[src/clock_gear_pkg.sv]
// constants, encodings and state carrier for the clock mode and gear block
package clock_gear_pkg;

    ////////////////////////////////////////////////////////////////////////
    // register byte addresses (apb, one aligned word each)
    localparam logic [11:0] ADDR_CLK_CTRL = 12'h000;
    localparam logic [11:0] ADDR_STANDBY = 12'h004;
    localparam logic [11:0] ADDR_STATUS = 12'h008;

    // clock control register fields
    localparam int SPEED_LSB = 0;
    localparam int SRC_SEL_BIT = 2;
    localparam int WAIT_LSB = 3;
    localparam int MONITOR_BIT = 7;

    // standby register fields
    localparam int STBY_TYPE_LSB = 0;
    localparam int SW_RESET_BIT = 4;
    localparam logic [1:0] STBY_SLEEP = 2'h1;
    localparam logic [1:0] STBY_STOP = 2'h2;
    localparam logic [1:0] STBY_WATCH = 2'h3;

    // status register fields
    localparam int STAT_MAIN_OSC_BIT = 0;
    localparam int STAT_SUB_OSC_BIT = 1;
    localparam int STAT_CPU_HOLD_BIT = 2;
    localparam int STAT_MODE_LSB = 4;

    // reset values
    localparam logic [1:0] SPEED_RST = 2'h0;
    localparam logic SRC_SEL_RST = 1'b1;

    // gear divisors in main oscillator periods, one per speed setting
    localparam logic [6:0] DIV_SPEED_0 = 7'h40;
    localparam logic [6:0] DIV_SPEED_1 = 7'h10;
    localparam logic [6:0] DIV_SPEED_2 = 7'h08;
    localparam logic [6:0] DIV_SPEED_3 = 7'h04;

    // timebase counter and watch prescaler widths
    localparam int TB_W = 19;
    localparam int WP_W = 15;

    ////////////////////////////////////////////////////////////////////////
    typedef enum logic [3:0] {
        main_run,
        main_sleep,
        main_stop,
        main_wait,
        sub_run,
        sub_to_main_wait,
        sub_sleep,
        sub_stop,
        sub_wait,
        watch_mode
    } mode_t;

    typedef struct packed {
        mode_t mode;
        logic [1:0] speed;
        logic src_sel;
        logic [1:0] wait_sel;
        logic [6:0] div_cnt;
        logic sub_ph;
        logic [TB_W-1:0] tb;
        logic [WP_W-1:0] wp;
        logic [2:0] sub_sync;
        logic [1:0] ext_sync;
        logic pready;
        logic pslverr;
        logic [31:0] prdata;
        logic cpu_en;
        logic per_en;
        logic tb_en;
        logic wp_en;
        logic main_osc_en;
        logic sub_osc_en;
        logic cpu_hold;
    } state_t;

endpackage

[src/clock_gear.sv]
// clock mode selection, gear divider and oscillator stabilization waits
//
// Function
// two-bit speed field picks one of four main clock divisions, 00 to 11.
// timebase counter and watch prescaler ignore the speed field.
// main run keeps both oscillators; prescaler on sub, rest on main.
// standby in main mode enters main sleep or main stop by type.
// any reset ends standby and resumes in run mode.
// writing source select 0 in main mode switches to sub-oscillator.
// readable monitor bit shows which oscillator supplies the system.
// software waits past sub stabilization after power-up before sub mode.
// sub run stops the main oscillator; timebase counter halts.
// standby in sub mode enters sub sleep, sub stop or watch by type.
// writing 1 in sub mode restarts main; switch after main wait expires.
// wait-select bits pick main wait for stop wake and sub-to-main switch.
// software leaves wait-select alone until monitor bit reads 1.
// main wait clears timebase counter and runs until selected bit sets.
// wait-select reset value is a build-time option.
// power-on variant waits on power-on, sub-mode resets, stop external reset.
// no power-on variant waits only on soft and watchdog resets in sub mode.
// external wake from sub stop waits two to fifteenth sub periods.
// sub wait runs from cleared watch prescaler to its overflow.
// cpu clock withheld until the applicable stabilization wait ends.
// monitor reads 0 on sub incl. main wait, 1 in main mode; read-only.
// speed 00,01,10,11 give 64,16,8,4 main periods per cpu clock.
// sub clock keeps running during main wait; changeover is glitch-free.
//
// The register addresses and register access over APB were left to the implementer.
`timescale 1ns/1ns
module clock_gear #(
    parameter bit HAS_POR = 1'b1,
    parameter logic [1:0] WAIT_SEL_RST = 2'h3,
    parameter int WAIT_BIT_0 = 4,
    parameter int WAIT_BIT_1 = 12,
    parameter int WAIT_BIT_2 = 16,
    parameter int WAIT_BIT_3 = 18
) (
    input wire logic clock_in,
    input wire logic rst_b_in,
    input wire logic psel_in,
    input wire logic penable_in,
    input wire logic pwrite_in,
    input wire logic [11:0] paddr_in,
    input wire logic [31:0] pwdata_in,
    output logic [31:0] prdata_out,
    output logic pready_out,
    output logic pslverr_out,
    input wire logic sub_osc_in,
    input wire logic ext_irq_in,
    input wire logic periph_irq_in,
    input wire logic por_req_in,
    input wire logic ext_reset_in,
    input wire logic wdt_reset_in,
    output logic cpu_clk_en_out,
    output logic periph_clk_en_out,
    output logic timebase_en_out,
    output logic prescaler_en_out,
    output logic main_osc_en_out,
    output logic sub_osc_en_out,
    output logic cpu_hold_out
);

    ////////////////////////////////////////////////////////////////////////
    localparam clock_gear_pkg::state_t RST_STATE = '{
        mode: (HAS_POR ? clock_gear_pkg::main_wait : clock_gear_pkg::main_run),
        speed: clock_gear_pkg::SPEED_RST,
        src_sel: clock_gear_pkg::SRC_SEL_RST,
        wait_sel: WAIT_SEL_RST,
        div_cnt: 7'h00,
        sub_ph: 1'b0,
        tb: '0,
        wp: '0,
        sub_sync: 3'h0,
        ext_sync: 2'h0,
        pready: 1'b0,
        pslverr: 1'b0,
        prdata: 32'h0000_0000,
        cpu_en: 1'b0,
        per_en: 1'b0,
        tb_en: 1'b0,
        wp_en: 1'b0,
        main_osc_en: 1'b1,
        sub_osc_en: 1'b1,
        cpu_hold: 1'b1
    };

    clock_gear_pkg::state_t s_q;
    clock_gear_pkg::state_t s_d;

    function automatic logic [6:0] gear_div(input logic [1:0] sel);
        logic [6:0] d;
        d = clock_gear_pkg::DIV_SPEED_0;
        unique case (sel)
            2'h0: d = clock_gear_pkg::DIV_SPEED_0;
            2'h1: d = clock_gear_pkg::DIV_SPEED_1;
            2'h2: d = clock_gear_pkg::DIV_SPEED_2;
            2'h3: d = clock_gear_pkg::DIV_SPEED_3;
        endcase
        return d;
    endfunction

    // selected timebase bit, counted from a cleared counter
    function automatic logic wait_done(input logic [1:0] sel,
                                       input logic [clock_gear_pkg::TB_W-1:0] tb);
        logic r;
        r = 1'b0;
        unique case (sel)
            2'h0: r = tb[WAIT_BIT_0];
            2'h1: r = tb[WAIT_BIT_1];
            2'h2: r = tb[WAIT_BIT_2];
            2'h3: r = tb[WAIT_BIT_3];
        endcase
        return r;
    endfunction

    function automatic logic in_sub(input clock_gear_pkg::mode_t m);
        return m inside {clock_gear_pkg::sub_run,
                         clock_gear_pkg::sub_to_main_wait,
                         clock_gear_pkg::sub_sleep,
                         clock_gear_pkg::sub_stop,
                         clock_gear_pkg::sub_wait,
                         clock_gear_pkg::watch_mode};
    endfunction

    ////////////////////////////////////////////////////////////////////////
    logic sub_tick;
    logic main_tick;
    logic sub_cpu_tick;
    logic ext_irq;
    logic any_irq;
    logic wr_ctrl;
    logic wr_stby;
    logic sw_reset;
    logic any_reset;
    logic reset_wait;
    logic main_on;
    logic sub_on;
    logic [1:0] stby_type;

    always_comb begin
        s_d = s_q;

        // pin synchronisers; only the settled stages feed logic
        s_d.sub_sync = {s_q.sub_sync[1:0], sub_osc_in};
        s_d.ext_sync = {s_q.ext_sync[0], ext_irq_in};
        sub_tick = s_q.sub_sync[1] & ~s_q.sub_sync[2] & s_q.sub_osc_en;
        ext_irq = s_q.ext_sync[1];
        any_irq = ext_irq | periph_irq_in;

        main_on = s_q.mode inside {clock_gear_pkg::main_run, clock_gear_pkg::main_sleep,
                                   clock_gear_pkg::main_wait,
                                   clock_gear_pkg::sub_to_main_wait};
        sub_on = (s_q.mode != clock_gear_pkg::sub_stop);

        // gear divider, restarts when the main clock is off
        main_tick = 1'b0;
        if (main_on) begin
            if (s_q.div_cnt >= gear_div(s_q.speed) - 7'h01) begin
                main_tick = 1'b1;
                s_d.div_cnt = 7'h00;
            end else begin
                s_d.div_cnt = s_q.div_cnt + 7'h01;
            end
        end else begin
            s_d.div_cnt = 7'h00;
        end

        // sub-clock cpu rate is every second sub tick
        sub_cpu_tick = 1'b0;
        if (sub_tick) begin
            s_d.sub_ph = ~s_q.sub_ph;
            sub_cpu_tick = s_q.sub_ph;
        end

        // free counters run on their own clocks, never the gear
        if (main_on) begin
            s_d.tb = s_q.tb + 1'b1;
        end
        if (sub_tick) begin
            s_d.wp = s_q.wp + 1'b1;
        end

        ////////////////////////////////////////////////////////////////////
        // apb slave: pready rises one cycle after setup, zero-wait access
        wr_ctrl = 1'b0;
        wr_stby = 1'b0;
        s_d.pready = 1'b0;
        s_d.pslverr = 1'b0;
        if (psel_in && !penable_in) begin
            s_d.pready = 1'b1;
            s_d.prdata = 32'h0000_0000;
            unique case (paddr_in)
                clock_gear_pkg::ADDR_CLK_CTRL: begin
                    s_d.prdata[clock_gear_pkg::MONITOR_BIT] = !in_sub(s_q.mode);
                    s_d.prdata[clock_gear_pkg::WAIT_LSB +: 2] = s_q.wait_sel;
                    s_d.prdata[clock_gear_pkg::SRC_SEL_BIT] = s_q.src_sel;
                    s_d.prdata[clock_gear_pkg::SPEED_LSB +: 2] = s_q.speed;
                end
                clock_gear_pkg::ADDR_STANDBY: begin
                end
                clock_gear_pkg::ADDR_STATUS: begin
                    s_d.prdata[clock_gear_pkg::STAT_MAIN_OSC_BIT] = s_q.main_osc_en;
                    s_d.prdata[clock_gear_pkg::STAT_SUB_OSC_BIT] = s_q.sub_osc_en;
                    s_d.prdata[clock_gear_pkg::STAT_CPU_HOLD_BIT] = s_q.cpu_hold;
                    s_d.prdata[clock_gear_pkg::STAT_MODE_LSB +: 4] = s_q.mode;
                end
                default: s_d.pslverr = 1'b1;
            endcase
        end else if (psel_in && penable_in && s_q.pready) begin
            s_d.prdata = 32'h0000_0000;
            wr_ctrl = pwrite_in && (paddr_in == clock_gear_pkg::ADDR_CLK_CTRL);
            wr_stby = pwrite_in && (paddr_in == clock_gear_pkg::ADDR_STANDBY);
        end

        stby_type = pwdata_in[clock_gear_pkg::STBY_TYPE_LSB +: 2];
        // software reset only through the standby register
        sw_reset = wr_stby & pwdata_in[clock_gear_pkg::SW_RESET_BIT];

        // monitor bit is not stored, so writes to it have no effect
        if (wr_ctrl) begin
            s_d.speed = pwdata_in[clock_gear_pkg::SPEED_LSB +: 2];
            s_d.wait_sel = pwdata_in[clock_gear_pkg::WAIT_LSB +: 2];
            s_d.src_sel = pwdata_in[clock_gear_pkg::SRC_SEL_BIT];
        end

        ////////////////////////////////////////////////////////////////////
        // mode sequencing
        unique case (s_q.mode)
            clock_gear_pkg::main_run: begin
                if (wr_ctrl && !pwdata_in[clock_gear_pkg::SRC_SEL_BIT]) begin
                    s_d.mode = clock_gear_pkg::sub_run;
                    // first sub tick after the switch gives no pulse, no short clock
                    s_d.sub_ph = 1'b0;
                end else if (wr_stby && stby_type == clock_gear_pkg::STBY_SLEEP) begin
                    s_d.mode = clock_gear_pkg::main_sleep;
                end else if (wr_stby && stby_type == clock_gear_pkg::STBY_STOP) begin
                    s_d.mode = clock_gear_pkg::main_stop;
                end
            end
            // sleep wakes on any interrupt, stop only on the external pin
            clock_gear_pkg::main_sleep: begin
                if (any_irq) begin
                    s_d.mode = clock_gear_pkg::main_run;
                end
            end
            clock_gear_pkg::main_stop: begin
                if (ext_irq) begin
                    s_d.mode = clock_gear_pkg::main_wait;
                    s_d.tb = '0;
                end
            end
            clock_gear_pkg::main_wait: begin
                if (wait_done(s_q.wait_sel, s_q.tb)) begin
                    s_d.mode = clock_gear_pkg::main_run;
                end
            end
            clock_gear_pkg::sub_run: begin
                if (wr_ctrl && pwdata_in[clock_gear_pkg::SRC_SEL_BIT]) begin
                    s_d.mode = clock_gear_pkg::sub_to_main_wait;
                    s_d.tb = '0;
                end else if (wr_stby && stby_type == clock_gear_pkg::STBY_SLEEP) begin
                    s_d.mode = clock_gear_pkg::sub_sleep;
                end else if (wr_stby && stby_type == clock_gear_pkg::STBY_STOP) begin
                    s_d.mode = clock_gear_pkg::sub_stop;
                end else if (wr_stby && stby_type == clock_gear_pkg::STBY_WATCH) begin
                    s_d.mode = clock_gear_pkg::watch_mode;
                end
            end
            clock_gear_pkg::sub_to_main_wait: begin
                // software may back out of the switch before it lands
                if (wr_ctrl && !pwdata_in[clock_gear_pkg::SRC_SEL_BIT]) begin
                    s_d.mode = clock_gear_pkg::sub_run;
                end else if (wait_done(s_q.wait_sel, s_q.tb)) begin
                    s_d.mode = clock_gear_pkg::main_run;
                    // gear restarts, so the first main pulse is a full period away
                    s_d.div_cnt = 7'h00;
                end
            end
            clock_gear_pkg::sub_sleep: begin
                if (any_irq) begin
                    s_d.mode = clock_gear_pkg::sub_run;
                end
            end
            clock_gear_pkg::sub_stop: begin
                if (ext_irq) begin
                    s_d.mode = clock_gear_pkg::sub_wait;
                    s_d.wp = '0;
                end
            end
            // fixed sub wait: prescaler must roll over from all ones
            clock_gear_pkg::sub_wait: begin
                if (sub_tick && (&s_q.wp)) begin
                    s_d.mode = clock_gear_pkg::sub_run;
                end
            end
            clock_gear_pkg::watch_mode: begin
                if (any_irq) begin
                    s_d.mode = clock_gear_pkg::sub_run;
                end
            end
            default: s_d.mode = clock_gear_pkg::main_run;
        endcase

        ////////////////////////////////////////////////////////////////////
        // reset sources: run mode always follows, wait by variant
        any_reset = por_req_in | ext_reset_in | wdt_reset_in | sw_reset;
        if (HAS_POR) begin
            reset_wait = por_req_in
                       | in_sub(s_q.mode)
                       | (ext_reset_in & (s_q.mode == clock_gear_pkg::main_stop));
        end else begin
            reset_wait = (sw_reset | wdt_reset_in) & in_sub(s_q.mode);
        end
        if (any_reset) begin
            s_d.mode = reset_wait ? clock_gear_pkg::main_wait
                                  : clock_gear_pkg::main_run;
            s_d.speed = clock_gear_pkg::SPEED_RST;
            s_d.src_sel = clock_gear_pkg::SRC_SEL_RST;
            s_d.wait_sel = WAIT_SEL_RST;
            s_d.tb = '0;
        end

        ////////////////////////////////////////////////////////////////////
        // enables: switch only on tick boundaries so no clock is shortened
        s_d.cpu_en = 1'b0;
        s_d.per_en = 1'b0;
        unique case (s_q.mode)
            clock_gear_pkg::main_run: begin
                s_d.cpu_en = main_tick;
                s_d.per_en = main_tick;
            end
            clock_gear_pkg::main_sleep: s_d.per_en = main_tick;
            clock_gear_pkg::sub_run, clock_gear_pkg::sub_to_main_wait: begin
                s_d.cpu_en = sub_cpu_tick;
                s_d.per_en = sub_cpu_tick;
            end
            clock_gear_pkg::sub_sleep: s_d.per_en = sub_cpu_tick;
            default: begin
            end
        endcase
        // hold covers both waits; no cpu pulse can leak out of them
        s_d.cpu_hold = s_q.mode inside {clock_gear_pkg::main_wait,
                                        clock_gear_pkg::sub_wait};
        // timebase freezes whenever the main oscillator is off
        s_d.tb_en = main_on;
        s_d.wp_en = sub_tick;
        s_d.main_osc_en = main_on;
        s_d.sub_osc_en = sub_on;
    end

    always_ff @(posedge clock_in) begin
        if (!rst_b_in) begin
            s_q <= RST_STATE;
        end else begin
            s_q <= s_d;
        end
    end

    ////////////////////////////////////////////////////////////////////////
    assign prdata_out = s_q.prdata;
    assign pready_out = s_q.pready;
    assign pslverr_out = s_q.pslverr;
    assign cpu_clk_en_out = s_q.cpu_en;
    assign periph_clk_en_out = s_q.per_en;
    assign timebase_en_out = s_q.tb_en;
    assign prescaler_en_out = s_q.wp_en;
    assign main_osc_en_out = s_q.main_osc_en;
    assign sub_osc_en_out = s_q.sub_osc_en;
    assign cpu_hold_out = s_q.cpu_hold;

endmodule

[src/tb.sv]
// self-checking bench for the clock mode and gear block
`timescale 1ns/1ns
`define CHK(nm, e, s) begin checks++; if ((s) !== (e)) begin n_errors++; \
    $display("BAD %s exp %h got %h", nm, e, s); end end
module tb;
    logic clock_in, rst_b_in, psel_in, penable_in, pwrite_in, sub_osc_in, er;
    logic ext_irq_in, periph_irq_in, por_req_in, ext_reset_in, wdt_reset_in;
    logic [4:0] ev;
    logic [11:0] paddr_in, a;
    logic [31:0] pwdata_in, prdata_out, rd, seed;
    logic pready_out, pslverr_out, cpu_clk_en_out, periph_clk_en_out, timebase_en_out;
    logic prescaler_en_out, main_osc_en_out, sub_osc_en_out, cpu_hold_out;
    int n_errors, checks, cyc, t0, g, wb, np;

    assign {ext_irq_in, periph_irq_in, por_req_in, ext_reset_in, wdt_reset_in} = ev;

    // small wait bits keep the run short: 4, 8, 16, 32 cycles
    clock_gear #(.HAS_POR(1'b1), .WAIT_SEL_RST(2'h0), .WAIT_BIT_0(2), .WAIT_BIT_1(3),
        .WAIT_BIT_2(4), .WAIT_BIT_3(5)) clock_gear_inst (
        .clock_in, .rst_b_in, .psel_in, .penable_in, .pwrite_in, .paddr_in, .pwdata_in,
        .prdata_out, .pready_out, .pslverr_out, .sub_osc_in, .ext_irq_in, .periph_irq_in,
        .por_req_in, .ext_reset_in, .wdt_reset_in, .cpu_clk_en_out, .periph_clk_en_out,
        .timebase_en_out, .prescaler_en_out, .main_osc_en_out, .sub_osc_en_out, .cpu_hold_out);

    initial begin
        clock_in = 1'b0;
        forever #5 clock_in = ~clock_in;
    end

    ////////////////////////////////////////////////////////////////////////
    // free-running sub oscillator, period of four clocks; also the hang guard
    always @(posedge clock_in) begin
        cyc <= cyc + 1;
        sub_osc_in <= cyc[1];
        if (cyc == 20000) begin
            n_errors++;
            conclude();
        end
    end

    function automatic logic [31:0] xs();
        seed ^= seed << 13;
        seed ^= seed >> 17;
        seed ^= seed << 5;
        return seed;
    endfunction

    function automatic int exp_div(input int s);
        case (s)
            0: return 64;
            1: return 16;
            2: return 8;
            default: return 4;
        endcase
    endfunction

    task conclude();
        if (n_errors == 0 && checks > 0) $display("DONE - PASS");
        else $display("DONE - FAIL");
        $finish;
    endtask

    // idle cycle first, so no signal is driven twice in one step
    task apb(input logic w, input logic [11:0] ad, input logic [31:0] d);
        @(posedge clock_in);
        psel_in <= 1'b1;
        pwrite_in <= w;
        paddr_in <= ad;
        pwdata_in <= d;
        @(posedge clock_in);
        penable_in <= 1'b1;
        do @(posedge clock_in); while (pready_out !== 1'b1);
        rd = prdata_out;
        er = pslverr_out;
        psel_in <= 1'b0;
        penable_in <= 1'b0;
    endtask

    task mode_is(input clock_gear_pkg::mode_t m);
        apb(1'b0, clock_gear_pkg::ADDR_STATUS, 32'h0);
        `CHK("mode", m, rd[7:4])
    endtask

    task ctrl_is(input logic [31:0] e);
        apb(1'b0, clock_gear_pkg::ADDR_CLK_CTRL, 32'h0);
        `CHK("ctrl", e, rd)
    endtask

    task pulse(input int i, input int n);
        @(posedge clock_in);
        ev <= 5'h01 << i;
        repeat (n) @(posedge clock_in);
        ev <= 5'h0;
    endtask

    task hold_to(input logic v);
        int k;
        k = 0;
        while (cpu_hold_out !== v && k < 60) begin
            @(negedge clock_in);
            k++;
        end
        `CHK("hold", v, cpu_hold_out)
    endtask

    // cycles between two cpu enable pulses, taken after two settling gaps
    task gap_of(output int gg);
        repeat (2) begin
            gg = 0;
            np = 0;
            do @(negedge clock_in); while (cpu_clk_en_out !== 1'b1);
            do begin
                @(negedge clock_in);
                gg++;
                if (prescaler_en_out === 1'b1) np++;
            end while (cpu_clk_en_out !== 1'b1);
        end
        `CHK("periph", 1'b1, periph_clk_en_out)
    endtask

    ////////////////////////////////////////////////////////////////////////
    initial begin
        n_errors = 0;
        checks = 0;
        cyc = 0;
        seed = 32'h9259;
        ev = 5'h0;
        {psel_in, penable_in, pwrite_in} = 3'h0;
        paddr_in = 12'h0;
        pwdata_in = 32'h0;
        rst_b_in = 1'b0;
        repeat (6) @(posedge clock_in);
        rst_b_in <= 1'b1;
        @(negedge clock_in);
        `CHK("hold", 1'b1, cpu_hold_out)
        hold_to(1'b0);
        ctrl_is(32'h84);
        for (int s = 0; s < 4; s++) begin
            apb(1'b1, clock_gear_pkg::ADDR_CLK_CTRL, 32'h4 | s);
            gap_of(g);
            `CHK("gap", exp_div(s), g)
            `CHK("prescaler", g / 4, np)
            `CHK("timebase", 1'b1, timebase_en_out)
        end
        a = 12'h00c + 12'(xs() % 32'd60) * 12'h4;
        apb(1'b1, a, xs());
        apb(1'b0, a, 32'h0);
        `CHK("unmapped", 33'h100000000, {er, rd})
        apb(1'b1, clock_gear_pkg::ADDR_STATUS, xs());
        apb(1'b0, clock_gear_pkg::ADDR_STATUS, 32'h0);
        `CHK("status", 32'h3, rd)
        apb(1'b1, clock_gear_pkg::ADDR_CLK_CTRL, 32'h07);
        ctrl_is(32'h87);
        // every wait select, round trip main to sub to main
        for (int w = 0; w < 4; w++) begin
            wb = xs() & 32'h3;
            apb(1'b1, clock_gear_pkg::ADDR_CLK_CTRL, 32'(w << 3) | 32'(wb));
            ctrl_is(32'(w << 3) | 32'(wb));
            mode_is(clock_gear_pkg::sub_run);
            `CHK("main osc", 1'b0, main_osc_en_out)
            `CHK("timebase", 1'b0, timebase_en_out)
            if (w == 0) begin
                gap_of(g);
                `CHK("sub gap", 8, g)
                `CHK("sub prescaler", 2, np)
            end
            apb(1'b1, clock_gear_pkg::ADDR_CLK_CTRL, 32'(w << 3) | 32'h4);
            t0 = cyc;
            wb = 2 + w;
            if (w >= 2) begin
                mode_is(clock_gear_pkg::sub_to_main_wait);
                ctrl_is(32'(w << 3) | 32'h4);
            end
            do apb(1'b0, clock_gear_pkg::ADDR_CLK_CTRL, 32'h0);
            while (rd[7] !== 1'b1 && cyc - t0 < 300);
            g = cyc - t0;
            `CHK("main wait", 1'b1, g >= (1 << wb) && g < (1 << wb) + 14)
        end
        apb(1'b1, clock_gear_pkg::ADDR_STANDBY, 32'h1);
        mode_is(clock_gear_pkg::main_sleep);
        pulse(3, 2);
        mode_is(clock_gear_pkg::main_run);
        apb(1'b1, clock_gear_pkg::ADDR_STANDBY, 32'h2);
        mode_is(clock_gear_pkg::main_stop);
        pulse(3, 2);
        mode_is(clock_gear_pkg::main_stop);
        pulse(4, 3);
        mode_is(clock_gear_pkg::main_wait);
        hold_to(1'b0);
        mode_is(clock_gear_pkg::main_run);
        apb(1'b1, clock_gear_pkg::ADDR_STANDBY, 32'h3);
        mode_is(clock_gear_pkg::main_run);
        apb(1'b1, clock_gear_pkg::ADDR_CLK_CTRL, 32'h2);
        apb(1'b1, clock_gear_pkg::ADDR_STANDBY, 32'h1);
        mode_is(clock_gear_pkg::sub_sleep);
        pulse(3, 2);
        mode_is(clock_gear_pkg::sub_run);
        apb(1'b1, clock_gear_pkg::ADDR_STANDBY, 32'h3);
        mode_is(clock_gear_pkg::watch_mode);
        pulse(1, 1);
        hold_to(1'b1);
        hold_to(1'b0);
        ctrl_is(32'h84);
        apb(1'b1, clock_gear_pkg::ADDR_CLK_CTRL, 32'h1);
        apb(1'b1, clock_gear_pkg::ADDR_STANDBY, 32'h2);
        mode_is(clock_gear_pkg::sub_stop);
        `CHK("sub osc", 1'b0, sub_osc_en_out)
        pulse(0, 1);
        hold_to(1'b1);
        hold_to(1'b0);
        mode_is(clock_gear_pkg::main_run);
        pulse(2, 1);
        hold_to(1'b1);
        hold_to(1'b0);
        apb(1'b1, clock_gear_pkg::ADDR_CLK_CTRL, 32'h2);
        apb(1'b1, clock_gear_pkg::ADDR_STANDBY, 32'h10);
        hold_to(1'b1);
        hold_to(1'b0);
        ctrl_is(32'h84);
        conclude();
    end
endmodule
[config.mk]
export PLATFORM = sky130hd
export DESIGN_NAME = clock_gear
export DESIGN_NICKNAME = d
export VERILOG_FILES = /design/src/clock_gear_pkg.sv /design/src/clock_gear.sv /design/src/tb.sv
export SDC_FILE = /design/constraint.sdc
export NUM_CORES = 1
export LEC_CHECK = 0
export ABC_AREA = 1
export BUFFER_PORTS_ARGS = -buffer_cell sky130_fd_sc_hd__clkbuf_2
export CAP_MARGIN = 20
export CORE_UTILIZATION = 55
export CTS_CLUSTER_DIAMETER = 50
export DETAILED_ROUTE_END_ITERATION = 12
export PLACE_DENSITY_LB_ADDON = 0.12
export SLEW_MARGIN = 15
export SYNTH_ARGS = -nofsm -noshare
export SYNTH_HDL_FRONTEND = slang
export SYNTH_HIERARCHICAL = 1
export SYNTH_SLANG_ARGS = --single-unit
[constraint.sdc]
create_clock -name clock_in -period 4.74 [get_ports clock_in]
set_input_delay 0.948 -clock clock_in [delete_from_list [all_inputs] [get_ports clock_in]]
set_output_delay 0.948 -clock clock_in [all_outputs]
set_load 0.02 [all_outputs]
==> flow_summary.ini <==
[layout]
num_antenna_cells = 0
largest_reg_flops = 52
final_util_pct = 62.1
syn_to_final_growth_pct = 9.68
stdcell_count = 645
max_flop_register = s_q
nNetsFinal = 625
drive_above_1_share_pct = 14.0
fin_area_um2 = 4200

[pwr]
vdd_drop_max_uv = 165
sw_frac_of_total_pct = 22.7
intPower_mw = 1.01
powerDensity_nw_per_um2 = 313
p_comb_share_pct = 7.5
p_sw_mw = 0.298
seqPwrFrac_pct = 48.3
leakage_nw = 1.89
p_clk_share_pct = 44.2

[clock_tree]
numCtsBuffers = 9
clock_latency_ns = 0.34
hold_buffers = 0
post_cts_resize_count = 0
path_clk_slew_ns = 0.07
cts-root-buf = clkbuf_8
clock_sinks = 73
htree_levels = 3
cts_tree = yes
postCtsSetupBuffers = 0
clockBufferDepth = 2

[timing]
fin_skew_ns = 0.00925
finalCriticalPeriod_ns = 2.56
rsz0062_at_grt = false
worst-slew-pin-transition_ns = 1.06
relSlewSlack_pct = 29.2
fin_crit_sh_pct = 54.0
finalHoldViolCount = 0
drv_slew = 0
fmax_mhz = 391
fin_tns_setup_ns = 0
setup_viol_count_final = 0

[global_route]
overflow = 0
grt_max_degree = 19
grt_pass1_wl_mm = 12.0
grt_antenna_before_repair = 0
grt_pass1_vias = 2783
grtUsageTotal_pct = 20.8

[route]
vias = 3174
dr.pass1.iters = 4
ant_nets = 0
routedWlPerCell_um = 11.4
vias_per_cell = 4.92
wl_mm = 7.36
dr.first_iter.drc_count = 148
drc = 0

[die]
initial_core_util_pct = 56.6
rows = 30
ioPinCount = 96
core-area_um2 = 6760
fp.dieH_um = 85.4
die_x_um = 85.4
die_area_um2 = 7290

[setup_path]
critPathKind = input pin to flip-flop
end_kind = flip-flop
r2r_end = s_q[73]
startpoint_type = input pin
worst-r2r-setup-slack_ns = 2.54
worst_r2r_path_depth = 8
cp_data_arrival_time_ns = 2.77
cp.required_ns = 4.95
path_max_fanout = 18
r2r_start = pready_out

[place]
io_buffers = 44
placed_area_um2 = 3960
dpl.cell_count = 630
globalplace.congestion = 0.841
dp_hpwl_mm = 5.61

[synthesis]
synth_cells = 520
syn_avg_cell_area_um2 = 7.36
ys_ff_latch = 73
yosys_warnings = 6
synth_cell_type_count = 42
synth.cell_area_um2 = 3830
ys_seq_area_share_pct = 38.2

[hold_path]
min_path_cells = 2
hold_end = ext_irq
hp-start = s_d[42]
hold_path.class = flip-flop to flip-flop

[job]
drv_cap = 0

[run_status]
outcome = complete, no violations
==> routing by layer <==
layer,vias up,wire length [um],share of wire (%),track usage (%)
met4,0,127,1.7,11.5
met3,14,392,5.3,3.89
met2,100,3090,42,29.9
li1,1688,-,-,-
met1,1372,3760,51,29.4
met5,-,0,0,0
==> metrics by stage <==
| stage | power, mW | setup WS, ns | hold WS (ns) |
|---|---|---|---|
| floorplan | 0.731 | 2.44 | 0.390 |
| global placement | 0.743 | 1.83 | 0.393 |
| detailed placement | 0.744 | 1.80 | 0.402 |
| CTS | 1.33 | 2.15 | 0.420 |
| global route | 1.36 | 1.92 | 0.467 |
| finish | 1.31 | 2.18 | 0.418 |
==> critical path, cell delays in order <==
cell	delay (ns)
clkbuf_2	0.08
nor2_1	0.10
nand2_1	0.07
nor2_2	0.30
nand3_2	0.18
o21ai_2	0.25
nor2_2	0.11
inv_1	0.12
or2_1	0.50
nor2_1	0.11
==> cells in the mapped netlist, drive strengths merged <==
cell type / number / area share [%]
buf: 35 / 7.1
o211ai: 4 / 0.78
nand4: 15 / 2.8
xnor2: 7 / 1.6
nand3: 31 / 4.2
dfxtp: 73 / 38
nand3b: 2 / 0.72
o21ai: 16 / 2.2
and3: 1 / 0.16
ha: 9 / 2.9
xor2: 23 / 5.3
clkbuf: 2 / 0.20
nor2: 83 / 9.1
o22ai: 2 / 0.33
or2: 4 / 0.65
a211oi: 1 / 0.20
nand2: 99 / 10
inv: 64 / 6.3
o221ai: 1 / 0.23
clkinv: 1 / 0.098
nor3: 13 / 1.7
a21o: 1 / 0.20
a31o: 1 / 0.23
a31oi: 2 / 0.33
o21a: 3 / 0.59
conb: 2 / 0.20
o41ai: 1 / 0.23
and2: 1 / 0.16
nor3b: 3 / 0.59
a21oi: 19 / 2.5
o21bai: 1 / 0.20
==> how the worst max path moves through the flow <==
stage / start / to / slack (ns) / cells past startpoint
after floorplan: paddr_in[11] / s_q[77] / 2.44 / 11
after global placement: paddr_in[11] / s_q[76] / 1.83 / 10
after detailed placement: paddr_in[11] / s_q[73] / 1.80 / 10
after CTS: paddr_in[11] / s_q[73] / 2.15 / 10
after global routing: paddr_in[11] / s_q[77] / 1.92 / 10
final: paddr_in[11] / s_q[73] / 2.18 / 10
==> cell families (layout without fill, tap and decap cells) <==
kind of cell / after synthesis / after routing / synth area share [%]
simple gates: 252 / 252 / 30.2
buf+inv: 102 / 124 / 13.6
flops: 73 / 73 / 38.2
compound gates: 52 / 52 / 7.98
xor+xnor: 30 / 30 / 6.87
fa+ha+maj: 9 / 9 / 2.94
other cells: 2 / 25 / 0.196
==> cell type report <==
cell class | count | area, um^2
inverter | 65 | 244
tap | 80 | 100
clock inverter | 5 | 104
timing repair buffer | 44 | 220
multi-input combinational | 368 | 1930
fill | 620 | 2560
clock buffer | 10 | 138
sequential | 73 | 1460
==> power groups by stage <==
| stage | sequential [mW] | combinational, mW | clock (mW) |
|---|---|---|---|
| after floorplan | 0.647 | 0.0834 | 0 |
| after global placement | 0.647 | 0.0958 | 0 |
| after detailed placement | 0.647 | 0.0971 | 0 |
| after CTS | 0.633 | 0.0978 | 0.595 |
| after global routing | 0.635 | 0.110 | 0.620 |
| final | 0.633 | 0.0979 | 0.580 |
==> layout by cell type, fill, tap and decap left out, drive strengths merged <==
cell | synthesis | layout
o41ai | 1 | 1
a31o | 1 | 1
a21o | 1 | 1
nand3 | 31 | 31
o21a | 3 | 3
nand4 | 15 | 15
a211oi | 1 | 1
xnor2 | 7 | 7
nand3b | 2 | 2
and2 | 1 | 1
clkinv | 1 | 3
o22ai | 2 | 2
a21oi | 19 | 19
nor3b | 3 | 3
ha | 9 | 9
clkbuf | 2 | 54
inv | 64 | 64
nor3 | 13 | 13
o21ai | 16 | 16
o21bai | 1 | 1
and3 | 1 | 1
bufinv | 0 | 3
a31oi | 2 | 2
o211ai | 4 | 4
nor2 | 83 | 83
xor2 | 23 | 23
dfxtp | 73 | 73
o221ai | 1 | 1
or2 | 4 | 4
conb | 2 | 25
nand2 | 99 | 99
Power figures use the tool's default switching activity.
